**config.mk**
```make
export PLATFORM = sky130hd
export DESIGN_NAME = aoss_chan
export DESIGN_NICKNAME = d
export VERILOG_FILES = /design/src/inc/aoss_pkg.sv /design/src/verilog/aoss_chan.sv
export SDC_FILE = /design/constraint.sdc
export NUM_CORES = 1
export LEC_CHECK = 0
export ABC_CLOCK_PERIOD_IN_PS = 126700
export CAP_MARGIN = 20
export CORE_MARGIN = 2
export CORE_UTILIZATION = 33
export CTS_CLUSTER_DIAMETER = 150
export DETAILED_ROUTE_END_ITERATION = 8
export DONT_BUFFER_PORTS = 1
export MAX_ROUTING_LAYER = met4
export PLACE_DENSITY = 0.54
export SYNTH_ARGS = -nofsm -noshare
export SYNTH_HDL_FRONTEND = slang
export SYNTH_SLANG_ARGS = --single-unit
```
**constraint.sdc**
```tcl
create_clock -name pclk -period 126.7 [get_ports pclk]
set_input_delay 6.335 -clock pclk [delete_from_list [all_inputs] [get_ports pclk]]
set_output_delay 6.335 -clock pclk [all_outputs]
set_load 0.03 [all_outputs]
```
**src/inc/aoss_pkg.sv**
```systemverilog
// Shared constants, register map and carrier types for one analog output channel controller.
// Assumes a single 125 MHz clock and output codes on a 16-bit unsigned full-scale span.
`default_nettype none

package aoss_pkg;

  ////////////////////////////////////////////////////////////////////////////
  // Timing
  localparam int AOSS_CLK_NS = 8;
  localparam int AOSS_TICK_NS = 1_000_000;
  localparam int AOSS_TICK_CYCLES = AOSS_TICK_NS / AOSS_CLK_NS;
  localparam int AOSS_TICKS_PER_SEC = 1_000_000_000 / AOSS_TICK_NS;

  ////////////////////////////////////////////////////////////////////////////
  // Register offsets (byte addresses)
  localparam logic [7:0] AOSS_CONFIG_ADDR = 8'h00;
  localparam logic [7:0] AOSS_SLEW_ADDR = 8'h04;
  localparam logic [7:0] AOSS_FAULT_VAL_ADDR = 8'h08;
  localparam logic [7:0] AOSS_PROG_VAL_ADDR = 8'h0C;
  localparam logic [7:0] AOSS_FINAL_VAL_ADDR = 8'h10;
  localparam logic [7:0] AOSS_UPDATE_IV_ADDR = 8'h14;
  localparam logic [7:0] AOSS_STATUS_ADDR = 8'h18;
  localparam logic [7:0] AOSS_UNLATCH_ADDR = 8'h1C;

  ////////////////////////////////////////////////////////////////////////////
  // Range codes
  localparam logic [2:0] AOSS_RANGE_BIPOLAR_10V = 3'h0;
  localparam logic [2:0] AOSS_RANGE_0_5V = 3'h1;
  localparam logic [2:0] AOSS_RANGE_0_10V = 3'h2;
  localparam logic [2:0] AOSS_RANGE_0_20MA = 3'h4;
  localparam logic [2:0] AOSS_RANGE_4_20MA = 3'h5;

  ////////////////////////////////////////////////////////////////////////////
  // Values and reset figures
  localparam logic [15:0] AOSS_FULL_SCALE = 16'hFFFF;
  localparam logic [15:0] AOSS_MATCH_CODES = 16'h0041;
  localparam logic [31:0] AOSS_SLEW_RESET = 32'h000F4240;
  localparam logic [15:0] AOSS_UI_RESET = 16'h0001;
  localparam logic [3:0] AOSS_HOLD_1S = 4'h1;
  localparam logic [3:0] AOSS_HOLD_2S = 4'h2;
  localparam logic [3:0] AOSS_HOLD_5S = 4'h5;
  localparam logic [3:0] AOSS_HOLD_10S = 4'hA;

  typedef enum logic [2:0] {ST_IDLE, ST_RUN, ST_PROG, ST_FAULT, ST_FINAL} aoss_state_e_t;

  // Configuration word, LSB first: range[2:0] ... fault_hold_time[18:15]
  typedef struct packed {
    logic [3:0] fault_hold_time;
    logic hold_until_match;
    logic fault_ramp_on;
    logic program_ramp_on;
    logic run_ramp_on;
    logic program_to_fault_on;
    logic program_action;
    logic fault_action;
    logic chan_disable;
    logic open_load_check_on;
    logic ramp_alarm_latch_on;
    logic limit_alarm_latch_on;
    logic alarm_suppress;
    logic [2:0] range;
  } aoss_cfg_t;

  localparam aoss_cfg_t AOSS_CFG_RESET = 19'h00208;

  // Cyclic data and mode from the controller connection
  typedef struct packed {
    logic ctrl_run;
    logic conn_ok;
    logic conn_inhibit;
    logic field_side_power;
    logic [15:0] cmd_value;
  } aoss_link_t;

  typedef struct packed {
    aoss_state_e_t st;
    logic [15:0] out;
    logic [2:0] out_range;
    logic out_enable;
    logic limit_alarm;
    logic ramp_alarm;
    logic open_load_alarm;
    logic open_load_run;
    logic init_hold;
    logic [19:0] tick_cnt;
    logic [13:0] fault_cnt;
    logic prev_conn;
    logic prev_run;
    logic prev_power;
    aoss_cfg_t cfg;
    logic [31:0] max_slew;
    logic [15:0] fault_val;
    logic [15:0] prog_val;
    logic [15:0] final_val;
    logic [15:0] update_iv;
    logic unlatch_limit;
    logic unlatch_ramp;
    logic pready;
    logic pslverr;
    logic [31:0] prdata;
  } aoss_state_t;

  localparam aoss_state_t AOSS_STATE_RESET = '{st: ST_IDLE, cfg: AOSS_CFG_RESET, max_slew: AOSS_SLEW_RESET,
                                               update_iv: AOSS_UI_RESET, default: '0};

endpackage

`default_nettype wire

```
**src/verilog/aoss_chan.sv**
```systemverilog
// Safe-state, ramp and hold-until-match control for one analog output channel, with an APB register slave.
// Assumes link inputs synchronous to pclk; limit_hit and open_load_seen come from the clamp and field stages.
//
// Our own choices: the placing of the registers and the APB register port.
`default_nettype none

// What this block does
// - Range code selects one of five output ranges
// - Suppress bit set blocks limit and ramp alarms
// - Latched limit alarm holds until unlatched
// - Latched ramp alarm holds until unlatched
// - Open-load check runs only when enabled
// - Disable bit set turns the channel off
// - Connection fault holds or drives fault value
// - Program or inhibit holds or drives program value
// - Fault during Program stays there or faults
// - Run-mode changes limited by ramp rate when enabled
// - Ramp into Program state when enabled
// - Ramp toward fault and final values when enabled
// - Hold output after init events until match
// - Without hold, drive commanded value immediately
// - Fault duration zero or unknown code holds forever, else final
// - Ramp rate in units per second, default million
// - Rate zero ramps full scale per update interval
// - Fault action zero drives fault value
// - Expired fault duration drives final fault value
// - Program action zero drives program value
module aoss_chan #(
  parameter int TICK_CYCLES = aoss_pkg::AOSS_TICK_CYCLES
) (
  input wire logic pclk,
  input wire logic presetn,
  input wire logic psel,
  input wire logic penable,
  input wire logic pwrite,
  input wire logic [7:0] paddr,
  input wire logic [31:0] pwdata,
  output logic [31:0] prdata,
  output logic pready,
  output logic pslverr,
  input wire aoss_pkg::aoss_link_t link,
  input wire logic limit_hit,
  input wire logic open_load_seen,
  output logic [15:0] out_value,
  output logic [2:0] out_range,
  output logic out_enable,
  output logic limit_alarm,
  output logic ramp_alarm,
  output logic open_load_alarm,
  output logic open_load_run
);
  import aoss_pkg::*;

  localparam logic [19:0] TICK_LAST = 20'(TICK_CYCLES - 1);

  aoss_state_t q;
  aoss_state_t n;
  logic tick;
  logic acc;
  logic hit;
  logic init_evt;
  logic match;
  logic ramp_en;
  logic [15:0] target;
  logic [15:0] gap;
  logic [15:0] step;
  logic [15:0] ui_nz;
  logic [31:0] rate_step;
  logic [31:0] full_step;
  logic [31:0] step_raw;
  logic [13:0] hold_ticks;
  logic [31:0] rd_word;

  function automatic logic [15:0] absdiff(input logic [15:0] a, input logic [15:0] b);
    absdiff = (a > b) ? a - b : b - a;
  endfunction

  ////////////////////////////////////////////////////////////////////////////
  always_comb begin
    n = q;
    tick = (q.tick_cnt >= TICK_LAST);
    n.tick_cnt = tick ? 20'h00000 : q.tick_cnt + 20'h00001;

    // Step per tick; slow rates round to one code since a fraction cannot be kept
    ui_nz = (q.update_iv == 16'h0000) ? 16'h0001 : q.update_iv;
    rate_step = q.max_slew / 32'(AOSS_TICKS_PER_SEC);
    full_step = {16'h0000, AOSS_FULL_SCALE} / {16'h0000, ui_nz};
    step_raw = (q.max_slew == 32'h00000000) ? full_step : rate_step;
    if (step_raw > 32'h0000FFFF) begin
      step = 16'hFFFF;
    end else if (step_raw == 32'h00000000) begin
      step = 16'h0001;
    end else begin
      step = step_raw[15:0];
    end

    // APB: one wait state, write lands on the completing edge
    acc = psel & penable;
    n.pready = acc & ~q.pready;
    n.pslverr = 1'b0;
    n.unlatch_limit = 1'b0;
    n.unlatch_ramp = 1'b0;
    hit = 1'b1;
    rd_word = 32'h00000000;
    case (paddr)
      AOSS_CONFIG_ADDR: rd_word = {13'h0000, q.cfg};
      AOSS_SLEW_ADDR: rd_word = q.max_slew;
      AOSS_FAULT_VAL_ADDR: rd_word = {16'h0000, q.fault_val};
      AOSS_PROG_VAL_ADDR: rd_word = {16'h0000, q.prog_val};
      AOSS_FINAL_VAL_ADDR: rd_word = {16'h0000, q.final_val};
      AOSS_UPDATE_IV_ADDR: rd_word = {16'h0000, q.update_iv};
      AOSS_STATUS_ADDR: rd_word = {q.out, 9'h000, q.init_hold, q.open_load_alarm, q.ramp_alarm,
                                   q.limit_alarm, q.st};
      AOSS_UNLATCH_ADDR: rd_word = 32'h00000000;
      default: hit = 1'b0;
    endcase
    if (acc && !q.pready) begin
      n.pslverr = ~hit;
      n.prdata = pwrite ? 32'h00000000 : rd_word;
    end
    if (acc && q.pready && pwrite) begin
      case (paddr)
        AOSS_CONFIG_ADDR: n.cfg = pwdata[18:0];
        AOSS_SLEW_ADDR: n.max_slew = pwdata;
        AOSS_FAULT_VAL_ADDR: n.fault_val = pwdata[15:0];
        AOSS_PROG_VAL_ADDR: n.prog_val = pwdata[15:0];
        AOSS_FINAL_VAL_ADDR: n.final_val = pwdata[15:0];
        AOSS_UPDATE_IV_ADDR: n.update_iv = pwdata[15:0];
        AOSS_UNLATCH_ADDR: begin
          n.unlatch_limit = pwdata[0];
          n.unlatch_ramp = pwdata[1];
        end
        default: n.max_slew = q.max_slew;
      endcase
    end

    ////////////////////////////////////////////////////////////////////////////
    // Fault duration in ticks; unknown codes behave as forever
    case (q.cfg.fault_hold_time)
      AOSS_HOLD_1S: hold_ticks = 14'(1 * AOSS_TICKS_PER_SEC);
      AOSS_HOLD_2S: hold_ticks = 14'(2 * AOSS_TICKS_PER_SEC);
      AOSS_HOLD_5S: hold_ticks = 14'(5 * AOSS_TICKS_PER_SEC);
      AOSS_HOLD_10S: hold_ticks = 14'(10 * AOSS_TICKS_PER_SEC);
      default: hold_ticks = 14'h0000;
    endcase

    // Inhibit is deliberate, so it counts as Program rather than a fault
    if (link.conn_inhibit) begin
      n.st = ST_PROG;
    end else if (!link.conn_ok) begin
      case (q.st)
        ST_IDLE: n.st = ST_IDLE;
        ST_PROG: begin
          if (q.cfg.program_to_fault_on) begin
            n.st = ST_FAULT;
            n.fault_cnt = 14'h0000;
          end
        end
        ST_FAULT: begin
          if (tick && hold_ticks != 14'h0000) begin
            if (q.fault_cnt + 14'h0001 >= hold_ticks) begin
              n.st = ST_FINAL;
            end else begin
              n.fault_cnt = q.fault_cnt + 14'h0001;
            end
          end
        end
        ST_FINAL: n.st = ST_FINAL;
        default: begin
          n.st = ST_FAULT;
          n.fault_cnt = 14'h0000;
        end
      endcase
    end else begin
      n.st = link.ctrl_run ? ST_RUN : ST_PROG;
    end

    ////////////////////////////////////////////////////////////////////////////
    // Initialization events: connect, Program to Run, power back
    init_evt = (link.conn_ok & ~q.prev_conn) | (link.field_side_power & ~q.prev_power) |
               (link.conn_ok & link.ctrl_run & ~q.prev_run);
    n.prev_conn = link.conn_ok;
    n.prev_run = link.ctrl_run & link.conn_ok;
    n.prev_power = link.field_side_power;
    match = absdiff(link.cmd_value, q.out) <= AOSS_MATCH_CODES;
    if (init_evt && q.cfg.hold_until_match) begin
      n.init_hold = 1'b1;
    end else if (match || !q.cfg.hold_until_match) begin
      n.init_hold = 1'b0;
    end

    case (q.st)
      ST_RUN: begin
        target = q.init_hold ? q.out : link.cmd_value;
        ramp_en = q.cfg.run_ramp_on;
      end
      ST_PROG: begin
        target = q.cfg.program_action ? q.out : q.prog_val;
        ramp_en = q.cfg.program_ramp_on;
      end
      ST_FAULT: begin
        target = q.cfg.fault_action ? q.out : q.fault_val;
        ramp_en = q.cfg.fault_ramp_on;
      end
      ST_FINAL: begin
        target = q.final_val;
        ramp_en = q.cfg.fault_ramp_on;
      end
      default: begin
        target = q.out;
        ramp_en = 1'b0;
      end
    endcase

    // Ramp always starts from the present output, so a new target never jumps
    gap = absdiff(target, q.out);
    if (q.cfg.chan_disable) begin
      n.out = 16'h0000;
    end else if (!ramp_en || gap <= step) begin
      n.out = (ramp_en && !tick) ? q.out : target;
    end else if (tick) begin
      n.out = (target > q.out) ? q.out + step : q.out - step;
    end

    ////////////////////////////////////////////////////////////////////////////
    // Alarms: a new raise wins over an unlatch in the same cycle
    n.ramp_alarm = ~q.cfg.alarm_suppress &
                   ((ramp_en & (gap > step)) | (q.ramp_alarm & q.cfg.ramp_alarm_latch_on & ~q.unlatch_ramp));
    n.limit_alarm = ~q.cfg.alarm_suppress &
                    (limit_hit | (q.limit_alarm & q.cfg.limit_alarm_latch_on & ~q.unlatch_limit));
    n.open_load_run = q.cfg.open_load_check_on & ~q.cfg.chan_disable;
    n.open_load_alarm = q.open_load_run & open_load_seen;
    n.out_range = q.cfg.range;
    case (q.cfg.range)
      AOSS_RANGE_BIPOLAR_10V, AOSS_RANGE_0_5V, AOSS_RANGE_0_10V,
      AOSS_RANGE_0_20MA, AOSS_RANGE_4_20MA: n.out_enable = ~q.cfg.chan_disable;
      default: n.out_enable = 1'b0;
    endcase
  end

  always_ff @(posedge pclk or negedge presetn) begin
    if (!presetn) begin
      q <= AOSS_STATE_RESET;
    end else begin
      q <= n;
    end
  end

  assign prdata = q.prdata;
  assign pready = q.pready;
  assign pslverr = q.pslverr;
  assign out_value = q.out;
  assign out_range = q.out_range;
  assign out_enable = q.out_enable;
  assign limit_alarm = q.limit_alarm;
  assign ramp_alarm = q.ramp_alarm;
  assign open_load_alarm = q.open_load_alarm;
  assign open_load_run = q.open_load_run;
endmodule // aoss_chan

`default_nettype wire

```
# Word level (Yosys, flattened, before mapping)
# Cells that the tools add are included.
# totals
output_inout_bits	58
input_bits	67
reg_bits	216
elab_cells	185
# op_classes
bitwise_logic	31
mux	38
n_reduce_logical	34
order_cmp	8
n_addsub	8
eq_ne	26
n_div	2
# ops
operator	n
$pmux W32 S7	1
$mux W16	13
$sub A16 B16 Y16	5
$logic_not A32 Y1	2
$mux W32	2
$pmux W16 S4	1
$pmux W14 S4	1
$gt A16 B16 Y1	3
$mux W14	3
$pmux W14 S3	1
$mux W33	1
$div A16 B16 Y32 const A	1
$div A32 B10 Y32 const B	1
$eq A8 B5 Y1 const B	4
$gt A32 B16 Y1 const B	1
$add A20 B1 Y20 const B	1
$ge A20 B17 Y1 const B	1
$mux W20	1
$add A16 B16 Y16	1
$eq A8 B4 Y1 const B	2
$le A16 B16 Y1	1
$le A16 B7 Y1 const B	1
$logic_not A16 Y1	1
$and A1 B1 Y1	15
34 further kinds	83

# Longest topological paths before layout
# Gate-level depths: netlist of the first run.
# logic_depth
depth_word	12
mapped_depth	507

# Least setup slack after synthesis of the first run
# Ideal clock, no wire load.
# synth_path
path_kind	reg-to-reg
start	reg q[44] in the netlist's numbering
end	reg q, in the netlist out_value[15]
path_slack_ns	37.660
setup_time_ns	0.094
t_required_ns	126.606
path_stages_with_launch	492
n_path_buf	48
arrival_time_ns	88.947
synth_period_minus_slack_ns	89.040
path_cell_list	dfrtp_1 -> or4_1 -> nor2_8 -> buf_1 -> a21o_1 -> buf_2 -> clkbuf_1 -> clkbuf_1 -> buf_1 -> nand2_1 -> o211ai_1 -> ha_1 -> o21a_1 -> o21a_1 -> o211ai_2 -> mux2_2 -> ha_1 -> o21a_1 -> [... 456 more ...] -> nand2b_1 -> a21o_1 -> a21o_1 -> a21o_1 -> a21o_1 -> a21o_1 -> a21o_1 -> a21o_1 -> a21o_1 -> a21o_1 -> a21o_1 -> a21o_1 -> a21oi_1 -> xnor2_1 -> xnor2_1 -> nand3_1 -> mux2_1 -> a221oi_2
# synth_via
elab_chain_cells	12
elab_cells_between_ends	19
# synth_lines
item	line_no	source
start, declared	aoss_chan.sv:56	aoss_state_t q;
start signal, assigned	aoss_chan.sv:245	q <= n;
$logic_not A16 Y1	aoss_chan.sv:85	ui_nz = (q.update_iv == 16'h0000) ? 16'h0001 : q.update_iv;
$mux W16 *	aoss_chan.sv:85	
$div A16 B16 Y32 *	aoss_chan.sv:87	full_step = {16'h0000, AOSS_FULL_SCALE} / {16'h0000, ui_nz};
$mux W32 *	aoss_chan.sv:88	step_raw = (q.max_slew == 32'h00000000) ? full_step : rate_step;
branches (longest 2 deep; another with $gt A32 B16 Y1)	-	
$mux W16 *	aoss_chan.sv:89	if (step_raw > 32'h0000FFFF) begin
$sub A16 B16 Y16 / $add A16 B16 Y16 (equally long branches)	aoss_chan.sv:222	n.out = (target > q.out) ? q.out + step : q.out - step;
$mux W16	aoss_chan.sv:222	
$mux W16	aoss_chan.sv:221	end else if (tick) begin
$mux W16	aoss_chan.sv:219	end else if (!ramp_en || gap <= step) begin
$mux W16	aoss_chan.sv:217	if (q.cfg.chan_disable) begin
# Mark *: on every way between the ends. The select of a mux whose other input is x is not followed.
# A chain may end at the register's enable or synchronous reset.

# Final worst setup path of the first run
# layout_path
start	reg q[50] in the netlist's numbering
end	reg q, in the netlist out_value[15]
# The elaborated chain is that of the path after synthesis.

==> results of run 1 <==
[registers in the layout, indices dropped and copies added (netlist names)]
register and count:
pslverr 1, pready 1, open_load_run 1, out_value 16, n 3, out_enable 1
q 155, prdata 32, open_load_alarm 1, limit_alarm 1, ramp_alarm 1, out_range 3
[worst max path at each step]
stage,from,endpoint,slack (ps),cells after the start
after floorplan,q[44]$_DFFE_PN0P_,out_value[15]$_DFFE_PN0P_,37660,491
after global placement,q[50]$_DFFE_PN0P_,out_value[15]$_DFFE_PN0P_,32020,445
after detailed placement,q[50]$_DFFE_PN0P_,out_value[15]$_DFFE_PN0P_,29610,445
after CTS,q[50]$_DFFE_PN0P_,out_value[15]$_DFFE_PN0P_,29180,445
after global routing,q[50]$_DFFE_PN0P_,out_value[15]$_DFFE_PN0P_,19140,445
final,q[50]$_DFFE_PN0P_,out_value[15]$_DFFE_PN0P_,28430,445
[layer usage]
metal  part of all wire, %  GRT usage, %  up-vias
met5                     0             -        -
met4                   2.9          5.13        0
met3                   4.7          1.58      210
met2                    46          35.1     1220
met1                    47          29.5    22033
li1                      -             -    22505
[cells by family (layout without fill, tap and decap cells)]
family	count (synthesis)	after routing	synth area share, %
adder cells (fa/ha/maj)	477	477	13.2
other	1	8	0.00823
AO/OA/AOI/OAI	2116	2116	32.5
XOR/XNOR	322	322	6.22
flip-flops	216	216	11.9
multiplexers	347	347	8.32
buffers and inverters	534	349	5.09
AND/OR/NAND/NOR	2086	2086	22.8
[synthesized netlist by cell type, drive strengths merged (27+ instances only)]
master	count	share of area, %
xnor2	219	4.2
o31a	27	0.52
nand2b	113	1.6
a211oi	81	1.5
or2	51	0.70
and2	67	0.92
nor2	597	5.0
and3	65	0.90
xor2	103	2.0
nand3	141	1.6
o21ai	424	4.7
nand4	62	0.88
clkbuf	161	1.3
dfrtp	206	11
buf	131	1.8
a22oi	39	0.66
ha	467	13
mux2	223	5.5
a21oi	424	4.7
inv	239	2.0
nor4	61	0.98
a21boi	33	0.54
o211ai	52	0.88
nor3	217	2.5
o31ai	83	1.5
or3	51	0.70
a31oi	68	1.0
nor2b	68	0.93
nand2	492	4.1
o21bai	35	0.58
a211o	48	0.92
o22ai	37	0.52
a21o	212	3.5
o21a	225	3.7
mux2i	122	2.7
[area by class of cell]
cell class,count,area [um^2]
clock inverter,8,83.8
timing repair buffer,66,508
inverter,242,908
antenna,4,10.0
tap,1794,2240
multi-input combinational,5352,37900
clock buffer,33,673
sequential,216,5420
fill,14524,89600
[cell usage in the layout, fill, tap and decap left out, types with 136 or more instances in the layout]
master   count
nor3_1     204
nand3_1    136
dfrtp_1    206
nand2_1    491
nor2_1     585
mux2_2     219
ha_1       467
inv_1      239
a21o_1     211
o21ai_0    369
xnor2_1    217
o21a_1     223
a21oi_1    414
[metrics by stage]
stage               utilization [%]  area [um^2]  cells  setup WS, ps  hold slack [ps]
finish                         34.8        47800   7715         28430              465
global route                   34.8        47800   7713         19140              478
CTS                            34.7        47700   7707         29180              463
detailed placement             34.2        46900   7666         29610              454
global placement               34.2        46900   7666         32020              447
floorplan                         -        45600   6102         37660              391
[worst reg2reg max path: cells and delay by family (launching register included)]
kind	cells	cell delay [ps]
muxes	7	2600
DFF	1	460
buffers and inverters	11	1550
AOI/OAI and AO/OA	268	57320
adders and majority gates	31	9220
and+or+nand+nor	126	26680
xor gates and xnor gates	2	330
==> parameters.txt, run 1 <==
Parameter                              Value

Status
  Result of the run ... completed

Placement
  Final Wtd Congestion ... 0.933
  Half-perimeter wire length after placement ... 121000 um
  Buffers on Ports ... 0

Timing
  Slew at the pin with the worst max-slew slack ... 1140 ps
  Setup clock skew after layout ... 30.2 ps
  Clock period minus worst slack ... 98270 ps
  Final hold violation count ... 0
  Unrepaired setup endpoints after global routing ... no
  Max Slew Vio Count ... 0
  Number of setup violations in the final report ... 0
  Final sum of negative setup slack ... 0 ps
  Crit share post-route ... 77.6%
  Highest attainable clock frequency ... 10.2 MHz
  Worst slew margin relative to its limit ... 23.8%

Global route
  Initial antenna violation count ... 6
  Overall routing resource usage ... 21.7%
  First-pass GRT wire length ... 245000 um
  Grt total ovfl ... 0
  Vias in the first global route ... 42913
  Largest net degree at the start of global routing ... 217

Critical path
  Worst Path Required ... 127130 ps
  Critical-path maximum fanout ... 38
  Reg-to-Reg End ... out_value[15]$_DFFE_PN0P_
  Crit-path slowest cell ... a221o_1
  Cell family with the largest share of critical-path delay ... compound AO/OA/AOI/OAI gates
  Slowest stage delay, CP ... 790 ps
  Buffers plus inverters on the worst setup path ... 11
  Register-to-register setup slack ... 28430 ps
  Kind of start point of the critical path ... flip-flop
  Worst r2r path cells ... 445
  Crit-path most repeated cell ... o21a_1
  Crit Path Class ... flip-flop to flip-flop
  Critical path data arrival time ... 98700 ps
  Endpoint class of the critical path ... flip-flop
  Critical register-to-register path startpoint ... q[50]$_DFFE_PN0P_

Clock tree
  H-tree levels ... 1
  Root buffer cell ... clkbuf_16
  Count of hold-fix buffers inserted at cts ... 0
  Clock tree from TritonCTS ... done
  Post-CTS Repair Setup Buffers ... 0
  TritonCTS buffer count ... 23
  Clk pin slew, worst setup/hold paths ... 60 ps
  Clock Sinks ... 216
  Max Buffers Root-to-Sink ... 3
  Insertion delay of the later-clocked pin in the worst-skew pair ... 550 ps
  PostCTS Resize Cnt ... 0

Synthesis
  Async set-or-reset flop fraction in the synthesized netlist ... 100%
  Library cells used by synthesis ... 145
  Count of flip-flops with a built-in enable after synthesis ... 0
  Warnings, synthesis ... 0
  Number of instances in the synthesized netlist ... 6099
  Netlist area before placement ... 45600 um^2
  Post-synthesis sequential element count ... 216
  Avg Synthesized Cell Area ... 7.47 um^2
  Sequential-to-total area share from yosys stat ... 11.9%
  Most common flop cell mapped by yosys ... dfrtp_1

Flow run
  Max-capacitance violation count ... 0

Floorplanning
  Total Die Area ... 141000 um^2
  Total number of placement rows ... 136
  Boundary pin count ... 125
  Area of the core ... 137000 um^2
  Initial cell density of the core ... 33.2%
  Die width ... 376 um
  Die height ... 376 um

Route
  Residual DRC count ... 0
  Post-DRT Antenna Nets ... 0
  First-pass iteration count of the detailed router ... 6
  Via count normalized by instance count ... 5.96
  Drt total wl ... 157000 um
  DR vias ... 45968
  Number of DRC markers after the initial detailed-route iteration ... 3814
  Post-detailed-route wirelength per cell ... 20.3 um

Layout
  Layout cell share with drive strength beyond 1 ... 9.26%
  Final-stage net count ... 6440
  Relative area change from synthesis to final layout ... 4.81%

Hold path
  Hold_sp ... q[168]$_DFF_PN0_
  Kind of path behind the tightest hold check ... flip-flop to flip-flop
  Hold Path Stages ... 1
  Worst-case hold path end point ... q[168]$_DFF_PN0_
Power of run 1 is left out: the tool's default activity adds up to more than one toggle a clock period on the data nets, which glitch-free logic cannot reach.
==> inputs of run 2 (changes only) <==
--- a/config.mk
+++ b/config.mk
@@ -5,7 +5,7 @@
 export SDC_FILE = /design/constraint.sdc
 export NUM_CORES = 1
 export LEC_CHECK = 0
-export ABC_CLOCK_PERIOD_IN_PS = 126700
+export ABC_CLOCK_PERIOD_IN_PS = 83100
 export CAP_MARGIN = 20
 export CORE_MARGIN = 2
 export CORE_UTILIZATION = 33
@@ -13,7 +13,7 @@
 export DETAILED_ROUTE_END_ITERATION = 8
 export DONT_BUFFER_PORTS = 1
 export MAX_ROUTING_LAYER = met4
-export PLACE_DENSITY = 0.54
+export PLACE_DENSITY = 0.55
 export SYNTH_ARGS = -nofsm -noshare
 export SYNTH_HDL_FRONTEND = slang
 export SYNTH_SLANG_ARGS = --single-unit
==> constraint.sdc (replaced) <==
create_clock -name pclk -period 83.1 [get_ports pclk]
set_input_delay 4.155 -clock pclk [delete_from_list [all_inputs] [get_ports pclk]]
set_output_delay 4.155 -clock pclk [all_outputs]
set_load 0.03 [all_outputs]
==> run 2 against run 1 <==
  * Sequential share of layout area shrank 1.1 points
  * Highest routed layer unchanged
  * Worst setup slack worse by 25000 ps
  * Worst hold slack worse by 15 ps
  * Maximum frequency is 23% higher
  * Clock skew is 5.0 ps lower
  * Sequential cell count stayed put
  * Design area increased by 11%
  * First-iteration DRC count grew 5.5%
  * Die area stayed put
==> parameters.txt, run 2 (same netlist as run 1, synthesis figures left out) <==
Parameter                              Value

Clock tree
  Root buffer cell ... clkbuf_16 (unchanged)
  TritonCTS buffer count ... 24 (was 23)
  Clock Sinks ... 216 (unchanged)
  Max Buffers Root-to-Sink ... 3 (unchanged)
  Clock tree from TritonCTS ... done (unchanged)
  Clk pin slew, worst setup/hold paths ... 60 ps (about the same)
  Insertion delay of the later-clocked pin in the worst-skew pair ... 550 ps (about the same)
  H-tree levels ... 1 (unchanged)

Placement
  Total instance count after detailed placement ... 7857 (was 7666)
  Final Wtd Congestion ... 0.960 (was 0.933)
  Post-Place Setup Slack ... -2880 ps (was 29610 ps)
  Half-perimeter wire length after placement ... 127000 um (was 121000 um)
  Buffers on Ports ... 0 (unchanged)
  Area post-placement ... 48600 um^2 (was 46900 um^2)

Timing
  Clock period minus worst slack ... 79760 ps (was 98270 ps)
  Setup clock skew after layout ... 25.2 ps (was 30.2 ps)
  Highest attainable clock frequency ... 12.5 MHz (was 10.2 MHz)
  Crit share post-route ... 96.0% (was 77.6%)
  Worst slew margin relative to its limit ... 17.7% (was 23.8%)
  Max Slew Vio Count ... 0 (unchanged)
  Number of setup violations in the final report ... 0 (unchanged)
  Minimum setup slack in the final design ... 3340 ps (was 28430 ps)
  Unrepaired setup endpoints after global routing ... yes (was no)
  Slew at the pin with the worst max-slew slack ... 1200 ps (was 1140 ps)
  Final hold violation count ... 0 (unchanged)

Floorplanning
  Total number of placement rows ... 136 (unchanged)
  Boundary pin count ... 125 (unchanged)
  Die width ... 376 um (unchanged)
  Die height ... 376 um (unchanged)
  Total Die Area ... 141000 um^2 (unchanged)
  Area of the core ... 137000 um^2 (unchanged)
  Initial cell density of the core ... 33.2% (unchanged)

Global route
  Vias in the first global route ... 44494 (was 42913)
  Met1 track demand over resource ... 30.7% (was 29.5%)
  Met2 track demand over resource in global routing ... 36.9% (was 35.1%)
  Met3 capacity usage during global routing ... 1.45% (was 1.58%)
  Initial antenna violation count ... 4 (was 6)
  Largest net degree at the start of global routing ... 217 (unchanged)
  First-pass GRT wire length ... 254000 um (was 245000 um)
  Busiest layer in global routing ... met2 (unchanged)
  Grt total ovfl ... 0 (unchanged)
  Overall routing resource usage ... 22.6% (was 21.7%)

Route
  Residual DRC count ... 0 (unchanged)
  Number of DRC markers after the initial detailed-route iteration ... 4022 (was 3814)
  Via count normalized by instance count ... 5.94 (was 5.96)
  DR vias ... 48266 (was 45968)
  Post-DRT Antenna Nets ... 0 (unchanged)
  Post-detailed-route wirelength per cell ... 20.6 um (was 20.3 um)
  Drt total wl ... 167000 um (was 157000 um)
  First-pass iteration count of the detailed router ... 9 (was 6)

Layout
  Relative area change from synthesis to final layout ... 16.5% (was 4.81%)
  Sequential cell area ... 5420 um^2 (about the same)
  Final non-filler cell total ... 8123 (was 7715)
  Multi-input logic area ... 40100 um^2 (was 37900 um^2)
  Register containing the most flip-flops in the final layout ... q (unchanged)
  Final-stage net count ... 6844 (was 6440)
  Commonest cells after routing, fill and taps aside ... nor2_1 (561), nand2_1 (465), buf_4 (433), ha_1 (417), a21oi_1 (359) (was nor2_1 (585), nand2_1 (491), ha_1 (467), a21oi_1 (414), o21ai_0 (369))
  Count of fill cells added during filler insertion ... 14139 (was 14524)
  Max FFs per register ... 155 (unchanged)
  Most common cell after layout, fill and taps aside ... nor2_1 (unchanged)
  Layout cell share with drive strength beyond 1 ... 19.8% (was 9.26%)
  Finished layout cell area ... 53100 um^2 (was 47800 um^2)
  Core utilization of the finished layout ... 38.6% (was 34.8%)

Critical path
  Crit-path most repeated cell ... o21a_1 (unchanged)
  Slowest stage delay, CP ... 610 ps (was 790 ps)
  Crit-path slowest cell ... or4_4 (was a221o_1)
  Endpoint class of the critical path ... flip-flop (unchanged)
  Worst r2r path cells ... 453 (was 445)
  Critical-path maximum fanout ... 10 (was 38)
  Kind of start point of the critical path ... flip-flop (unchanged)
  Worst Path Required ... 83550 ps (was 127130 ps)
  Critical path data arrival time ... 80210 ps (was 98700 ps)
  Crit Path Class ... flip-flop to flip-flop (unchanged)
  Register-to-register setup slack ... 3340 ps (was 28430 ps)

Flow run
  Max-capacitance violation count ... 0 (unchanged)

Hold path
  Kind of path behind the tightest hold check ... flip-flop to flip-flop (unchanged)
  Hold Path Stages ... 1 (unchanged)

Status
  Result of the run ... completed (unchanged)
## run 2: path summary, 6_finish.rpt
path | startpoint | end
max in group asynchronous | presetn | q[106]$_DFFE_PN1P_
min reg2reg | q[168]$_DFF_PN0_ | q[168]$_DFF_PN0_
min in group asynchronous | presetn | q[154]$_DFFE_PN0P_
max | q[49]$_DFFE_PN0P_ | out_value[15]$_DFFE_PN0P_
max reg2reg | q[49]$_DFFE_PN0P_ | out_value[15]$_DFFE_PN0P_
min | q[168]$_DFF_PN0_ | q[168]$_DFF_PN0_
## run 2: per-stage QoR
stage	TNS, ps	hold WS [ps]
after floorplan	0	391
after global placement	-5850	445
after detailed placement	-22390	445
after CTS	0	454
after global routing	-2160	476
final	0	450
## run 2: what timing repair did
action	4_1_cts	5_1_grt
pin swaps	12	259
buffers inserted	11	196
setup endpoints to repair	17	17
gates resized for setup	39	387
hold buffers	0	0
gates cloned	2	6
## run 2: worst max-delay path, delay by kind of cell, from the launching register on
kind            cells  cell delay (ps)
compound gates    271            48600
xor+xnor            3              580
fa+ha+maj          31             8330
buf+inv            23             3200
flops               1              460
mux                 4             1020
simple gates      121            17330
## run 2: area by class of cell
type	count	area share [%]
antenna	6	0.0283
sequential	216	10.2
tap	1794	4.23
inverter	242	1.71
timing repair buffer	464	6.74
clock inverter	17	0.309
multi-input combinational	5357	75.6
clock buffer	27	1.17
## run 2: per-layer routing
metal | routed length (um) | part of all wire (%)
met3 | 8030 | 4.8
met5 | 0 | 0
met1 | 77500 | 46
met2 | 77500 | 46
met4 | 4060 | 2.4
Power of run 2 is left out for the same reason.
